$ cat config.mk
export PLATFORM = sky130hd
export DESIGN_NAME = ppm_port_mux
export DESIGN_NICKNAME = d
export VERILOG_FILES = /design/src/ppm_pkg.sv /design/src/ppm_edge_detect.sv /design/src/ppm_port_mux.sv
export SDC_FILE = /design/constraint.sdc
export NUM_CORES = 1
export LEC_CHECK = 0
export BUFFER_PORTS_ARGS = -buffer_cell sky130_fd_sc_hd__buf_2
export CELL_PAD_IN_SITES_DETAIL_PLACEMENT = 1
export CELL_PAD_IN_SITES_GLOBAL_PLACEMENT = 2
export CORE_MARGIN = 4
export CORE_UTILIZATION = 33
export DETAILED_ROUTE_END_ITERATION = 8
export PLACE_DENSITY = 0.95
export SLEW_MARGIN = 20
export SYNTH_ARGS = -nofsm -noshare
export SYNTH_HDL_FRONTEND = slang
export SYNTH_SLANG_ARGS = --single-unit
$ cat constraint.sdc
create_clock -name clock -period 1.9 [get_ports clock]
set_input_delay 0.095 -clock clock [delete_from_list [all_inputs] [get_ports clock]]
set_output_delay 0.095 -clock clock [all_outputs]
set_load 0.005 [all_outputs]
$ cat src/ppm_pkg.sv
/*
  ppm_pkg: constants shared by the port pin function mux.
  assumes: two 8-bit ports, all logic on one system clock.
*/
package ppm_pkg;
  localparam int PORT_WIDTH = 8;
  localparam logic [7:0] DIR_RESET = 8'h00;
  localparam logic [7:0] DATA_RESET = 8'h00;
  localparam logic [7:0] PULL_HIGH_RESET = 8'h00;
  localparam logic [7:0] INPUT_ENABLE_RESET = 8'hFF;
  localparam logic PULL_LOW_RESET = 1'b0;
  // pin positions of alternate functions
  localparam int PA_CRYSTAL_IN = 7;
  localparam int PA_CRYSTAL_OUT = 6;
  localparam int PA_RESET_PIN = 5;
  localparam int PA_IRQ1_ALT = 4;
  localparam int PA_CMP_PLUS = 4;
  localparam int PA_ADC_NINE = 4;
  localparam int PA_ADC_EIGHT = 3;
  localparam int PA_CMP_MINUS0 = 3;
  localparam int PA_TIMER2_PWM = 3;
  localparam int PA_ADC_TEN = 0;
  localparam int PA_IRQ0 = 0;
  localparam int PA_CMP_OUT = 0;
  localparam int PB_ADC_SEVEN = 7;
  localparam int PB_CMP_MINUS5 = 7;
  localparam int PB_ADC_SIX = 6;
  localparam int PB_CMP_MINUS4 = 6;
  localparam int PB_PULL_LOW = 6;
  // interrupt edge selection
  typedef enum logic [1:0] {
    PPM_EDGE_BOTH,
    PPM_EDGE_RISE,
    PPM_EDGE_FALL,
    PPM_EDGE_NONE
  } ppm_edge_type;
endpackage

$ cat src/ppm_edge_detect.sv
/*
  ppm_edge_detect: synchroniser and edge detector for one pin input.
  assumes: pin is asynchronous; clock enable freezes all state.
*/
`timescale 1ns/10ps
`default_nettype none
module ppm_edge_detect
(
  input wire logic clock, // system clock
  input wire logic rst_b, // synchronous reset, active low
  input wire logic enable, // clock enable
  input wire logic pin, // asynchronous pin level
  input wire logic gate, // input buffer enabled
  output logic level, // synchronised, gated level
  output logic rise, // one-cycle pulse on rising edge
  output logic fall // one-cycle pulse on falling edge
);
  typedef struct packed {
    logic meta;
    logic sync;
    logic last;
    logic [2:0] settle;
  } ppm_sync_state_type;

  ppm_sync_state_type state;
  ppm_sync_state_type next_state;

  always_comb
  begin
    next_state = state;
    next_state.meta = pin;
    next_state.sync = state.meta;
    // disabled buffer reads low and produces no edges
    next_state.last = state.sync & gate;
    // edges count only once last holds a real sample after reset
    next_state.settle = {state.settle[1:0], 1'b1};
  end

  always_ff @(posedge clock)
  begin
    if (!rst_b)
    begin
      state <= '0;
    end
    else if (enable)
    begin
      state <= next_state;
    end
  end

  assign level = state.last;
  assign rise = enable & gate & state.settle[2] & state.sync & ~state.last;
  assign fall = enable & gate & state.settle[2] & ~state.sync & state.last;
endmodule // ppm_edge_detect
`default_nettype wire

$ cat src/ppm_port_mux.sv
/*
  ppm_port_mux: routes port A and port B pins between general I/O and
  alternate functions (crystal, reset pin, ADC, comparator, PWM, irqs).
  assumes: pads resolve pin levels from output enables and pull enables;
  analog signals are routed by pad switches driven from the selects here.
*/
// Contract
// - pins are input or output, pull-high each
// - input enable zero kills buffer and wake-up
// - port A bit 0 wake-up blocked; the mux still wakes on PA0 edges
// - external irq on selectable rise/fall edge
// - PA0 feeds irq0, PA4 alternate irq1
// - PA5 open-drain, pull-high, optional reset input
// - ADC channels ten..six map to pins
// - comparator inputs and output mapped to pins
// - timer2 PWM on PA3, timer3 on PB7/PB6
// - PB6 has separate pull-low resistor
`timescale 1ns/10ps
`default_nettype none
module ppm_port_mux
#(
  parameter int WIDTH = ppm_pkg::PORT_WIDTH
)
(
  input wire logic clock, // system clock
  input wire logic rst_b, // synchronous reset, active low
  input wire logic enable, // clock enable
  input wire logic [WIDTH-1:0] pa_in, // port A pin levels
  output logic [WIDTH-1:0] pa_out, // port A pin output value
  output logic [WIDTH-1:0] pa_oe, // port A pin output enable
  output logic [WIDTH-1:0] pa_pull_high, // port A pull-high enable
  input wire logic [WIDTH-1:0] pb_in, // port B pin levels
  output logic [WIDTH-1:0] pb_out, // port B pin output value
  output logic [WIDTH-1:0] pb_oe, // port B pin output enable
  output logic [WIDTH-1:0] pb_pull_high, // port B pull-high enable
  output logic pb_pull_low, // PB6 pull-low enable
  input wire logic cfg_write, // load configuration below
  input wire logic [WIDTH-1:0] cfg_pa_dir, // port A output directions
  input wire logic [WIDTH-1:0] cfg_pa_data, // port A output data
  input wire logic [WIDTH-1:0] cfg_pa_pull_high, // port A pull-high
  input wire logic [WIDTH-1:0] cfg_pa_input_enable, // port A input enable
  input wire logic [WIDTH-1:0] cfg_pb_dir, // port B output directions
  input wire logic [WIDTH-1:0] cfg_pb_data, // port B output data
  input wire logic [WIDTH-1:0] cfg_pb_pull_high, // port B pull-high
  input wire logic [WIDTH-1:0] cfg_pb_input_enable, // port B input enable
  input wire logic cfg_pb_pull_low, // PB6 pull-low
  input wire logic cfg_reset_pin_en, // PA5 acts as hardware reset
  input wire logic cfg_crystal_en, // PA7/PA6 used by crystal
  input wire logic cfg_irq1_alt_sel, // irq1 from PA4
  input wire logic [1:0] cfg_irq0_edge, // irq0 edge select
  input wire logic [1:0] cfg_irq1_edge, // irq1 edge select
  input wire logic cfg_cmp_out_en, // comparator output on PA0
  input wire logic cfg_timer2_pwm_en, // timer2 PWM on PA3
  input wire logic [1:0] cfg_timer3_pwm_en, // timer3 PWM on PB7, PB6
  input wire logic irq1_main_in, // irq1 main source level, synced
  input wire logic comparator_output, // comparator result
  input wire logic second_timer_pwm_out, // timer2 PWM
  input wire logic third_timer_pwm_out, // timer3 PWM
  input wire logic [4:0] adc_select, // ADC channel number
  input wire logic [2:0] cmp_minus_select, // comparator minus source
  output logic [WIDTH-1:0] pa_read, // port A data as read by core
  output logic [WIDTH-1:0] pb_read, // port B data as read by core
  output logic wake_up, // pin toggle wake-up pulse
  output logic ext_irq_line0, // irq0 request pulse
  output logic ext_irq_line1_alt, // irq1 request pulse, from PA4 or the main source
  output logic hardware_reset_pin, // reset request, active high
  output logic crystal_in, // crystal input pad switch
  output logic crystal_out, // crystal output pad switch
  output logic adc_channel_ten, // PA0 analog switch
  output logic adc_channel_nine, // PA4 analog switch
  output logic adc_channel_eight, // PA3 analog switch
  output logic adc_channel_seven, // PB7 analog switch
  output logic adc_channel_six, // PB6 analog switch
  output logic comparator_plus_input, // PA4 to plus input switch
  output logic comparator_minus_src0, // PA3 minus switch
  output logic comparator_minus_src1, // PA4 minus switch
  output logic comparator_minus_src4, // PB6 minus switch
  output logic comparator_minus_src5 // PB7 minus switch
);
  typedef struct packed {
    logic [WIDTH-1:0] pa_dir;
    logic [WIDTH-1:0] pa_data;
    logic [WIDTH-1:0] pa_pull_high;
    logic [WIDTH-1:0] pa_ie;
    logic [WIDTH-1:0] pb_dir;
    logic [WIDTH-1:0] pb_data;
    logic [WIDTH-1:0] pb_pull_high;
    logic [WIDTH-1:0] pb_ie;
    logic pb_pull_low;
    logic reset_pin_en;
    logic crystal_en;
    logic irq1_alt_sel;
    logic [1:0] irq0_edge;
    logic [1:0] irq1_edge;
    logic cmp_out_en;
    logic timer2_pwm_en;
    logic [1:0] timer3_pwm_en;
    logic [WIDTH-1:0] pa_out;
    logic [WIDTH-1:0] pa_oe;
    logic [WIDTH-1:0] pb_out;
    logic [WIDTH-1:0] pb_oe;
    logic irq0;
    logic irq1;
    logic wake;
    logic reset_req;
    logic reset_arm;
    logic irq1_main_last;
  } ppm_state_type;

  ppm_state_type state;
  ppm_state_type next_state;
  logic [WIDTH-1:0] pa_level;
  logic [WIDTH-1:0] pa_rise;
  logic [WIDTH-1:0] pa_fall;
  logic [WIDTH-1:0] pb_level;
  logic [WIDTH-1:0] pb_rise;
  logic [WIDTH-1:0] pb_fall;

  genvar i;
  generate
    for (i = 0; i < WIDTH; i++)
    begin : g_pins
      ppm_edge_detect u_pa
      (
        .clock(clock),
        .rst_b(rst_b),
        .enable(enable),
        .pin(pa_in[i]),
        .gate(state.pa_ie[i]),
        .level(pa_level[i]),
        .rise(pa_rise[i]),
        .fall(pa_fall[i])
      );
      ppm_edge_detect u_pb
      (
        .clock(clock),
        .rst_b(rst_b),
        .enable(enable),
        .pin(pb_in[i]),
        .gate(state.pb_ie[i]),
        .level(pb_level[i]),
        .rise(pb_rise[i]),
        .fall(pb_fall[i])
      );
    end
  endgenerate

  function automatic logic edge_hit(input logic [1:0] sel,
                                    input logic rise_ev,
                                    input logic fall_ev);
    logic hit;
    hit = 1'b0;
    case (sel)
      ppm_pkg::PPM_EDGE_BOTH: hit = rise_ev | fall_ev;
      ppm_pkg::PPM_EDGE_RISE: hit = rise_ev;
      ppm_pkg::PPM_EDGE_FALL: hit = fall_ev;
      default: hit = 1'b0;
    endcase
    return hit;
  endfunction

  always_comb
  begin
    logic irq1_rise;
    logic irq1_fall;
    next_state = state;
    irq1_rise = 1'b0;
    irq1_fall = 1'b0;
    if (cfg_write)
    begin
      next_state.pa_dir = cfg_pa_dir;
      next_state.pa_data = cfg_pa_data;
      next_state.pa_pull_high = cfg_pa_pull_high;
      next_state.pa_ie = cfg_pa_input_enable;
      next_state.pb_dir = cfg_pb_dir;
      next_state.pb_data = cfg_pb_data;
      next_state.pb_pull_high = cfg_pb_pull_high;
      next_state.pb_ie = cfg_pb_input_enable;
      next_state.pb_pull_low = cfg_pb_pull_low;
      next_state.reset_pin_en = cfg_reset_pin_en;
      next_state.crystal_en = cfg_crystal_en;
      next_state.irq1_alt_sel = cfg_irq1_alt_sel;
      next_state.irq0_edge = cfg_irq0_edge;
      next_state.irq1_edge = cfg_irq1_edge;
      next_state.cmp_out_en = cfg_cmp_out_en;
      next_state.timer2_pwm_en = cfg_timer2_pwm_en;
      next_state.timer3_pwm_en = cfg_timer3_pwm_en;
    end
    // general I/O: data and direction straight from configuration
    next_state.pa_out = state.pa_data;
    next_state.pa_oe = state.pa_dir;
    next_state.pb_out = state.pb_data;
    next_state.pb_oe = state.pb_dir;
    // PA5 open drain: drive low only
    next_state.pa_out[ppm_pkg::PA_RESET_PIN] = 1'b0;
    next_state.pa_oe[ppm_pkg::PA_RESET_PIN] =
      state.pa_dir[ppm_pkg::PA_RESET_PIN]
      & ~state.pa_data[ppm_pkg::PA_RESET_PIN]
      & ~state.reset_pin_en;
    // crystal pads released here; their input buffers are software's job
    if (state.crystal_en)
    begin
      next_state.pa_oe[ppm_pkg::PA_CRYSTAL_IN] = 1'b0;
      next_state.pa_oe[ppm_pkg::PA_CRYSTAL_OUT] = 1'b0;
    end
    // alternate outputs take the pad over from general I/O
    if (state.cmp_out_en)
    begin
      next_state.pa_out[ppm_pkg::PA_CMP_OUT] = comparator_output;
      next_state.pa_oe[ppm_pkg::PA_CMP_OUT] = 1'b1;
    end
    if (state.timer2_pwm_en)
    begin
      next_state.pa_out[ppm_pkg::PA_TIMER2_PWM] =
        second_timer_pwm_out;
      next_state.pa_oe[ppm_pkg::PA_TIMER2_PWM] = 1'b1;
    end
    if (state.timer3_pwm_en[1])
    begin
      next_state.pb_out[ppm_pkg::PB_ADC_SEVEN] =
        third_timer_pwm_out;
      next_state.pb_oe[ppm_pkg::PB_ADC_SEVEN] = 1'b1;
    end
    if (state.timer3_pwm_en[0])
    begin
      next_state.pb_out[ppm_pkg::PB_ADC_SIX] = third_timer_pwm_out;
      next_state.pb_oe[ppm_pkg::PB_ADC_SIX] = 1'b1;
    end
    // interrupt line 0 from PA0, line 1 from PA4 or main source
    next_state.irq0 = edge_hit(state.irq0_edge,
      pa_rise[ppm_pkg::PA_IRQ0], pa_fall[ppm_pkg::PA_IRQ0]);
    next_state.irq1_main_last = irq1_main_in;
    if (state.irq1_alt_sel)
    begin
      irq1_rise = pa_rise[ppm_pkg::PA_IRQ1_ALT];
      irq1_fall = pa_fall[ppm_pkg::PA_IRQ1_ALT];
    end
    else
    begin
      irq1_rise = irq1_main_in & ~state.irq1_main_last;
      irq1_fall = ~irq1_main_in & state.irq1_main_last;
    end
    next_state.irq1 = edge_hit(state.irq1_edge, irq1_rise, irq1_fall);
    // wake-up only from pins whose input buffer is on
    next_state.wake = |{pa_rise, pa_fall, pb_rise, pb_fall};
    // reset pin is active low on the pad; armed a cycle after its buffer
    // turns on, so the stale low of a just-enabled buffer is no reset
    next_state.reset_arm = state.reset_pin_en
      & state.pa_ie[ppm_pkg::PA_RESET_PIN];
    next_state.reset_req = state.reset_arm
      & ~pa_level[ppm_pkg::PA_RESET_PIN];
  end

  always_ff @(posedge clock)
  begin
    if (!rst_b)
    begin
      state <= '0;
      state.pa_dir <= ppm_pkg::DIR_RESET;
      state.pa_data <= ppm_pkg::DATA_RESET;
      state.pa_pull_high <= ppm_pkg::PULL_HIGH_RESET;
      state.pa_ie <= ppm_pkg::INPUT_ENABLE_RESET;
      state.pb_dir <= ppm_pkg::DIR_RESET;
      state.pb_data <= ppm_pkg::DATA_RESET;
      state.pb_pull_high <= ppm_pkg::PULL_HIGH_RESET;
      state.pb_ie <= ppm_pkg::INPUT_ENABLE_RESET;
      state.pb_pull_low <= ppm_pkg::PULL_LOW_RESET;
    end
    else if (enable)
    begin
      state <= next_state;
    end
  end

  assign pa_out = state.pa_out;
  assign pa_oe = state.pa_oe;
  assign pa_pull_high = state.pa_pull_high;
  assign pb_out = state.pb_out;
  assign pb_oe = state.pb_oe;
  assign pb_pull_high = state.pb_pull_high;
  assign pb_pull_low = state.pb_pull_low;
  assign pa_read = pa_level;
  assign pb_read = pb_level;
  assign wake_up = state.wake;
  assign ext_irq_line0 = state.irq0;
  assign ext_irq_line1_alt = state.irq1;
  assign hardware_reset_pin = state.reset_req;
  assign crystal_in = state.crystal_en;
  assign crystal_out = state.crystal_en;
  // analog switches follow the selected channel numbers; comparator plus switch is always on
  assign adc_channel_ten = (adc_select == 5'h0A);
  assign adc_channel_nine = (adc_select == 5'h09);
  assign adc_channel_eight = (adc_select == 5'h08);
  assign adc_channel_seven = (adc_select == 5'h07);
  assign adc_channel_six = (adc_select == 5'h06);
  assign comparator_plus_input = 1'b1;
  assign comparator_minus_src0 = (cmp_minus_select == 3'h0);
  assign comparator_minus_src1 = (cmp_minus_select == 3'h1);
  assign comparator_minus_src4 = (cmp_minus_select == 3'h4);
  assign comparator_minus_src5 = (cmp_minus_select == 3'h5);
endmodule // ppm_port_mux
`default_nettype wire

==> flow_summary.json, run 1 <==
{
  "grt_overflow": 0,
  "crit_family": "compound AO/OA/AOI/OAI gates",
  "cts_buffer_depth": 2,
  "maxCapViolations": 0,
  "post-route-period-util_pct": 74.3,
  "cts_resized": 0,
  "finalNetCount": 1071,
  "gp_congestion": 0.746,
  "die_area_um2": 23700,
  "hold_path_class": "input port to register",
  "synthTopCellsByArea": "dfxtp_1, mux2i_1, nand2_1",
  "insertion_delay_ns": 0.42,
  "start_kind": "register",
  "io_buffers": 186,
  "startpoint": "g_pins[2].u_pb.state[4]",
  "synth_cell_types": 38,
  "setup_viol": 0,
  "num_rows": 53,
  "critPathCaptureType": "register",
  "dpl_cell_area_um2": 7710,
  "yosysTopAreaCellShare_pct": 46.7,
  "grt_use_total_pct": 16.7,
  "ioPinCount": 189,
  "synthMuxAreaShare_pct": 8.56,
  "path_buf_inv": 0,
  "netlist_top_cells_count": "dfxtp_1, nand2_1, buf_4",
  "cts_tree": "yes",
  "htreeDepth": 4,
  "core_um2": 21000,
  "skew_ns": 0.00787,
  "start_util_pct": 33.5,
  "syn_to_final_growth_pct": 31.4,
  "routed_wirelength_um": 19900,
  "die_w_um": 154,
  "synth.most_common_cell": "dfxtp_1",
  "cp_cell_sequence": "xor2_1 -> a222oi_1 -> nand3_1 -> o311a_1",
  "rsz0062_at_grt": "false",
  "critPathSlowestCell": "a222oi_1",
  "vdd_drop_max_v": 0.000540,
  "synthesis.area_um2": 7030,
  "cts_setup_buffers": 0,
  "crit_required_ns": 2.21,
  "synth_simple_gate_area_share_pct": 20.5,
  "finalSetupTns_ns": 0,
  "hpwl_um": 13000,
  "r2r-end": "wake_up",
  "synth_edf_count": 0,
  "crit_arrival_ns": 1.72,
  "synth_top_family_by_area": "simple AND/OR/NAND/NOR gates",
  "max_stage_delay_ns": 0.37,
  "yosysTopAreaCell": "dfxtp_1",
  "die_h_um": 154,
  "remaining_drc_errors": 0,
  "synthFlopType": "dfxtp_1",
  "ant_nets": 0,
  "grt_pass1_wl_um": 32100,
  "avgRoutedWirePerCell_um": 15.9,
  "cts.sinks": 164,
  "crit_type": "register to register",
  "grt_max_degree": 90,
  "synthesis.nets": 875,
  "final_area_um2": 9240,
  "dr.pass1.iters": 4,
  "vias": 5781,
  "clk_pin_slew_ns": 0.07,
  "postSynthCellCount": 767,
  "regToRegSetupSlack_ns": 0.49,
  "hold_violations": 0,
  "synth-compound-area-share_pct": 11.5,
  "synth_xor_area_share_pct": 1.99,
  "cp.depth": 4,
  "finalPower_mw": 7.95,
  "rr_startpoint": "g_pins[2].u_pb.state[4]",
  "path_max_fanout": 3,
  "p_leak_nw": 4.11,
  "layout_min_cycle_time_ns": 1.41,
  "synth_fa_ha_area_share_pct": 0,
  "cts_buffers": 17,
  "critPathCapture": "wake_up",
  "yosys_warnings": 0,
  "grt_pass1_vias": 6174,
  "powerDensity_nw_per_um2": 861,
  "async_reset_ff_share_pct": 0,
  "post_route_cells_drive_above_1_share_pct": 23.8,
  "cts_root_buf": "clkbuf_16",
  "viasPerCell": 4.61,
  "status": "completed",
  "antenna_found_initial": 3,
  "drt-initial-drc-count": 236,
  "ys_seq_elements": 164,
  "slew_viol_final": 0,
  "syn_area_per_cell_um2": 9.16,
  "ys_seq_area_share_pct": 46.7,
  "max_freq_ghz": 0.709,
  "reg2reg_depth": 4
}
what timing repair did:
item | CTS | global route
endpoints found under the setup margin | 0 | 0
hold buffers | 93 | 0
hold endpoints to repair | 93 | 0
placed cells by master, fill, tap and decap left out, types with 3 or more instances in the layout:
cell / count
buf_12: 3
dfxtp_1: 164
o21ai_0: 5
nor3b_1: 5
a21oi_1: 9
a21boi_1: 17
a32oi_1: 3
clkbuf_16: 17
nor3_1: 3
nor2_1: 6
nand3_1: 35
inv_6: 3
nand2b_1: 20
buf_4: 12
diode_2: 3
dlygate4sd3_1: 93
clkbuf_8: 3
o211a_1: 4
a22oi_1: 3
nor2b_1: 62
mux2i_1: 59
buf_2: 184
a21boi_0: 62
nand2_1: 156
xor2_1: 16
worst min-delay path: cells and delay by family:
| family | cells | cell delay (ns) |
|---|---|---|
| simple gates | 1 | 0.07 |
| mux | 1 | 0.06 |
| compound gates | 1 | 0.12 |
| buf+inv | 1 | 0.08 |
power by group:
group,internal [mW],switching [mW]
Clock,1.94,1.49
Combinational,0.454,0.381
Sequential,3.59,0.103
Total,5.98,1.97
per-stage QoR:
| stage | util, % | cells | worst slack (ns) | hold WS [ns] |
|---|---|---|---|---|
| floorplan | - | 767 | 0.635 | 0.219 |
| global placement | 36.8 | 1126 | 0.522 | 0.313 |
| detailed placement | 36.8 | 1126 | 0.485 | 0.315 |
| CTS | 44.0 | 1250 | 0.462 | 0.0116 |
| global route | 44.1 | 1252 | 0.320 | 0.0380 |
| finish | 44.1 | 1253 | 0.489 | 0.0301 |
sequential cells by signal, indices dropped and copies added (netlist names), 7 cells and up:
register	flops
g_pins.u_pa.level	8
g_pins.u_pa.next_state	10
g_pins.u_pb.level	8
pa_out	7
g_pins.u_pb.state	8
pb_oe	8
g_pins.u_pb.next_state	8
next_state	20
pb_out	8
pa_oe	8
pb_pull_high	8
pa_pull_high	8
g_pins.u_pa.state	9
state	40
area by class of cell:
cell class                      instances  area (um^2)
Clock inverter                         10          116
Sequential cell                       164         3280
Antenna cell                            3         7.51
Clock buffer                           21          470
Timing Repair Buffer                  292         2000
Fill cell                            2463        11700
Multi-Input combinational cell        487         3010
Tap cell                              275          344
Inverter                                1         3.75
cell families after synthesis:
logic type      count (synthesis)
xor+xnor                       16
buf+inv                       116
compound gates                110
flops                         164
other cells                     2
simple gates                  299
mux                            60
how the worst min path moves through the flow:
stage | cells after the start | endpoint | start | slack [ns]
after floorplan | 2 | state[86] | cfg_pa_input_enable[4] | 0.22
after global placement | 3 | state[55] | cfg_pb_input_enable[5] | 0.31
after detailed placement | 3 | state[55] | cfg_pb_input_enable[5] | 0.31
after CTS | 4 | pa_out[3] | second_timer_pwm_out | 0.01
after global routing | 4 | pa_out[0] | comparator_output | 0.04
final | 4 | pa_out[0] | comparator_output | 0.03
routing by layer:
metal	vias to the layer above	GRT usage (%)	routed length (um)
met5	-	0	13
met4	2	5.13	370
met3	25	5.07	1040
met2	137	28.7	9840
met1	2761	20.0	8660
li1	2856	-	-
Note: power is estimated with default switching activity, not from simulation.
==> run 2, diff against run 1 <==
--- a/config.mk
+++ b/config.mk
@@ -9,9 +9,9 @@
 export CELL_PAD_IN_SITES_DETAIL_PLACEMENT = 1
 export CELL_PAD_IN_SITES_GLOBAL_PLACEMENT = 2
 export CORE_MARGIN = 4
-export CORE_UTILIZATION = 33
+export CORE_UTILIZATION = 28
 export DETAILED_ROUTE_END_ITERATION = 8
-export PLACE_DENSITY = 0.95
+export PLACE_DENSITY = 0.88
 export SLEW_MARGIN = 20
 export SYNTH_ARGS = -nofsm -noshare
 export SYNTH_HDL_FRONTEND = slang
==> constraint.sdc (replaced) <==
create_clock -name clock -period 1.2 [get_ports clock]
set_input_delay 0.06 -clock clock [delete_from_list [all_inputs] [get_ports clock]]
set_output_delay 0.06 -clock clock [all_outputs]
set_load 0.005 [all_outputs]
==> flow_summary.json, run 2 (synthesis gave the netlist of run 1 again) <==
{
  "status": "finished, violations left",
  "violations": "negative setup slack",
  "grt_pass1_wl_um": 33300,
  "final_common_cell": "buf_2",
  "cts_setup_buffers": 0,
  "hold_violations": 0,
  "cp_cell_sequence": "xor2_1 -> a222oi_1 -> nand3_1 -> o311a_1",
  "die_w_um": 166,
  "worst_hold_slack_ns": 0.0388,
  "crit_family": "compound AO/OA/AOI/OAI gates",
  "htreeDepth": 4,
  "layout_min_cycle_time_ns": 1.42,
  "largest_reg_flops": 40,
  "powerDensity_nw_per_um2": 1320,
  "grt_overflow": 0,
  "final_cell_mix": "buf_2, dfxtp_1, nand2_1",
  "cts_buffer_depth": 2,
  "num_rows": 57,
  "post-route-period-util_pct": 118,
  "antenna_found_initial": 5,
  "clk_pin_slew_ns": 0.07,
  "p_leak_nw": 4.39,
  "cts_tree": "yes",
  "setup_viol": 1,
  "grt_pass1_vias": 6489,
  "io_buffers": 186,
  "cts.sinks": 164,
  "max_freq_ghz": 0.703,
  "start_util_pct": 28.6,
  "grt_use_total_pct": 14.6,
  "critPathSlowestCell": "a222oi_1",
  "maxCapViolations": 0,
  "routed_wirelength_um": 20200,
  "path_max_fanout": 2,
  "finalSetupTns_ns": -0.222,
  "start_kind": "register",
  "hold_path_class": "input port to register",
  "finalNetCount": 1114,
  "insertion_delay_ns": 0.42,
  "viasPerCell": 4.40,
  "core_um2": 24500,
  "die_area_um2": 27700,
  "vias": 5912,
  "vdd_drop_max_v": 0.000667,
  "syn_to_final_growth_pct": 38.9,
  "rsz0062_at_grt": "true",
  "path_buf_inv": 0,
  "post_route_cells_drive_above_1_share_pct": 27.3,
  "drt-initial-drc-count": 220,
  "hpwl_um": 13700,
  "cts_buffers": 17,
  "ioPinCount": 189,
  "dr.pass1.iters": 5,
  "regMostFlops": "state",
  "fill_cells": 2838,
  "critPathCaptureType": "register",
  "max_stage_delay_ns": 0.38,
  "remaining_drc_errors": 0,
  "die_h_um": 166,
  "avgRoutedWirePerCell_um": 15.0,
  "grt_max_degree": 65,
  "crit_arrival_ns": 1.72,
  "worst_slack_ns": -0.222,
  "cts_root_buf": "clkbuf_16",
  "crit_required_ns": 1.50,
  "gp_congestion": 0.739,
  "skew_ns": 0.0106,
  "slew_viol_final": 0,
  "crit_type": "register to register",
  "ant_nets": 0
}
## run 2: power by group
part / switching, mW / internal (mW) / total, mW
combinational: 0.642 / 0.819 / 1.46
sequential: 0.145 / 5.68 / 5.82
clock: 2.35 / 3.22 / 5.57
## run 2: layout make-up
cell class / instances / area (um^2) / share of cell area, %
sequential: 164 / 3290 / 33.7
clock inverter: 12 / 144 / 1.47
antenna: 3 / 7.51 / 0.0769
multi-input combinational: 487 / 3020 / 30.9
tap: 324 / 405 / 4.15
inverter: 1 / 3.75 / 0.0385
timing repair buffer: 335 / 2450 / 25.1
clock buffer: 19 / 453 / 4.64
## run 2: metal layers
layer  up-vias  GRT usage, %  routed length (um)
li1       2951             -                   -
met1      2818          17.4                8980
met2       119          25.5                9900
met3        20          4.69                1080
met4         4          3.59                 231
met5         -             0                  27
## run 2: timing repair
action / 4_1_cts / 5_1_grt
pin swaps: 0 / 3
endpoints found under the setup margin: 2 / 2
hold endpoints to repair: 95 / 0
gates resized for setup: 3 / 2
hold buffers: 95 / 0
## run 2: through the flow
step	instance area (um^2)	setup slack, ns	cells	power, mW	utilization, %
after floorplan	7030	-0.0384	767	6.65	-
after global placement	8190	-0.188	1216	7.12	33.4
after detailed placement	8190	-0.200	1216	7.16	33.4
after CTS	9750	-0.244	1342	13.0	39.7
after global routing	9760	-0.282	1344	13.5	39.8
final	9760	-0.222	1345	12.8	39.8
## run 2: path summary, 6_finish.rpt
path,to,slack (ns),cells after the start,from
hold / removal,pb_out[7],0.04,4,third_timer_pwm_out
setup / recovery,wake_up,-0.22,4,g_pins[2].u_pb.state[4]
hold reg to reg,pa_pull_high[4],0.45,2,pa_pull_high[4]
setup reg to reg,wake_up,-0.22,4,g_pins[2].u_pb.state[4]
## run 2: worst min-delay path, cell delays in order
cell and delay, ns:
buf_2 0.10, mux2i_1 0.07, nand2_1 0.07, o211a_1 0.13
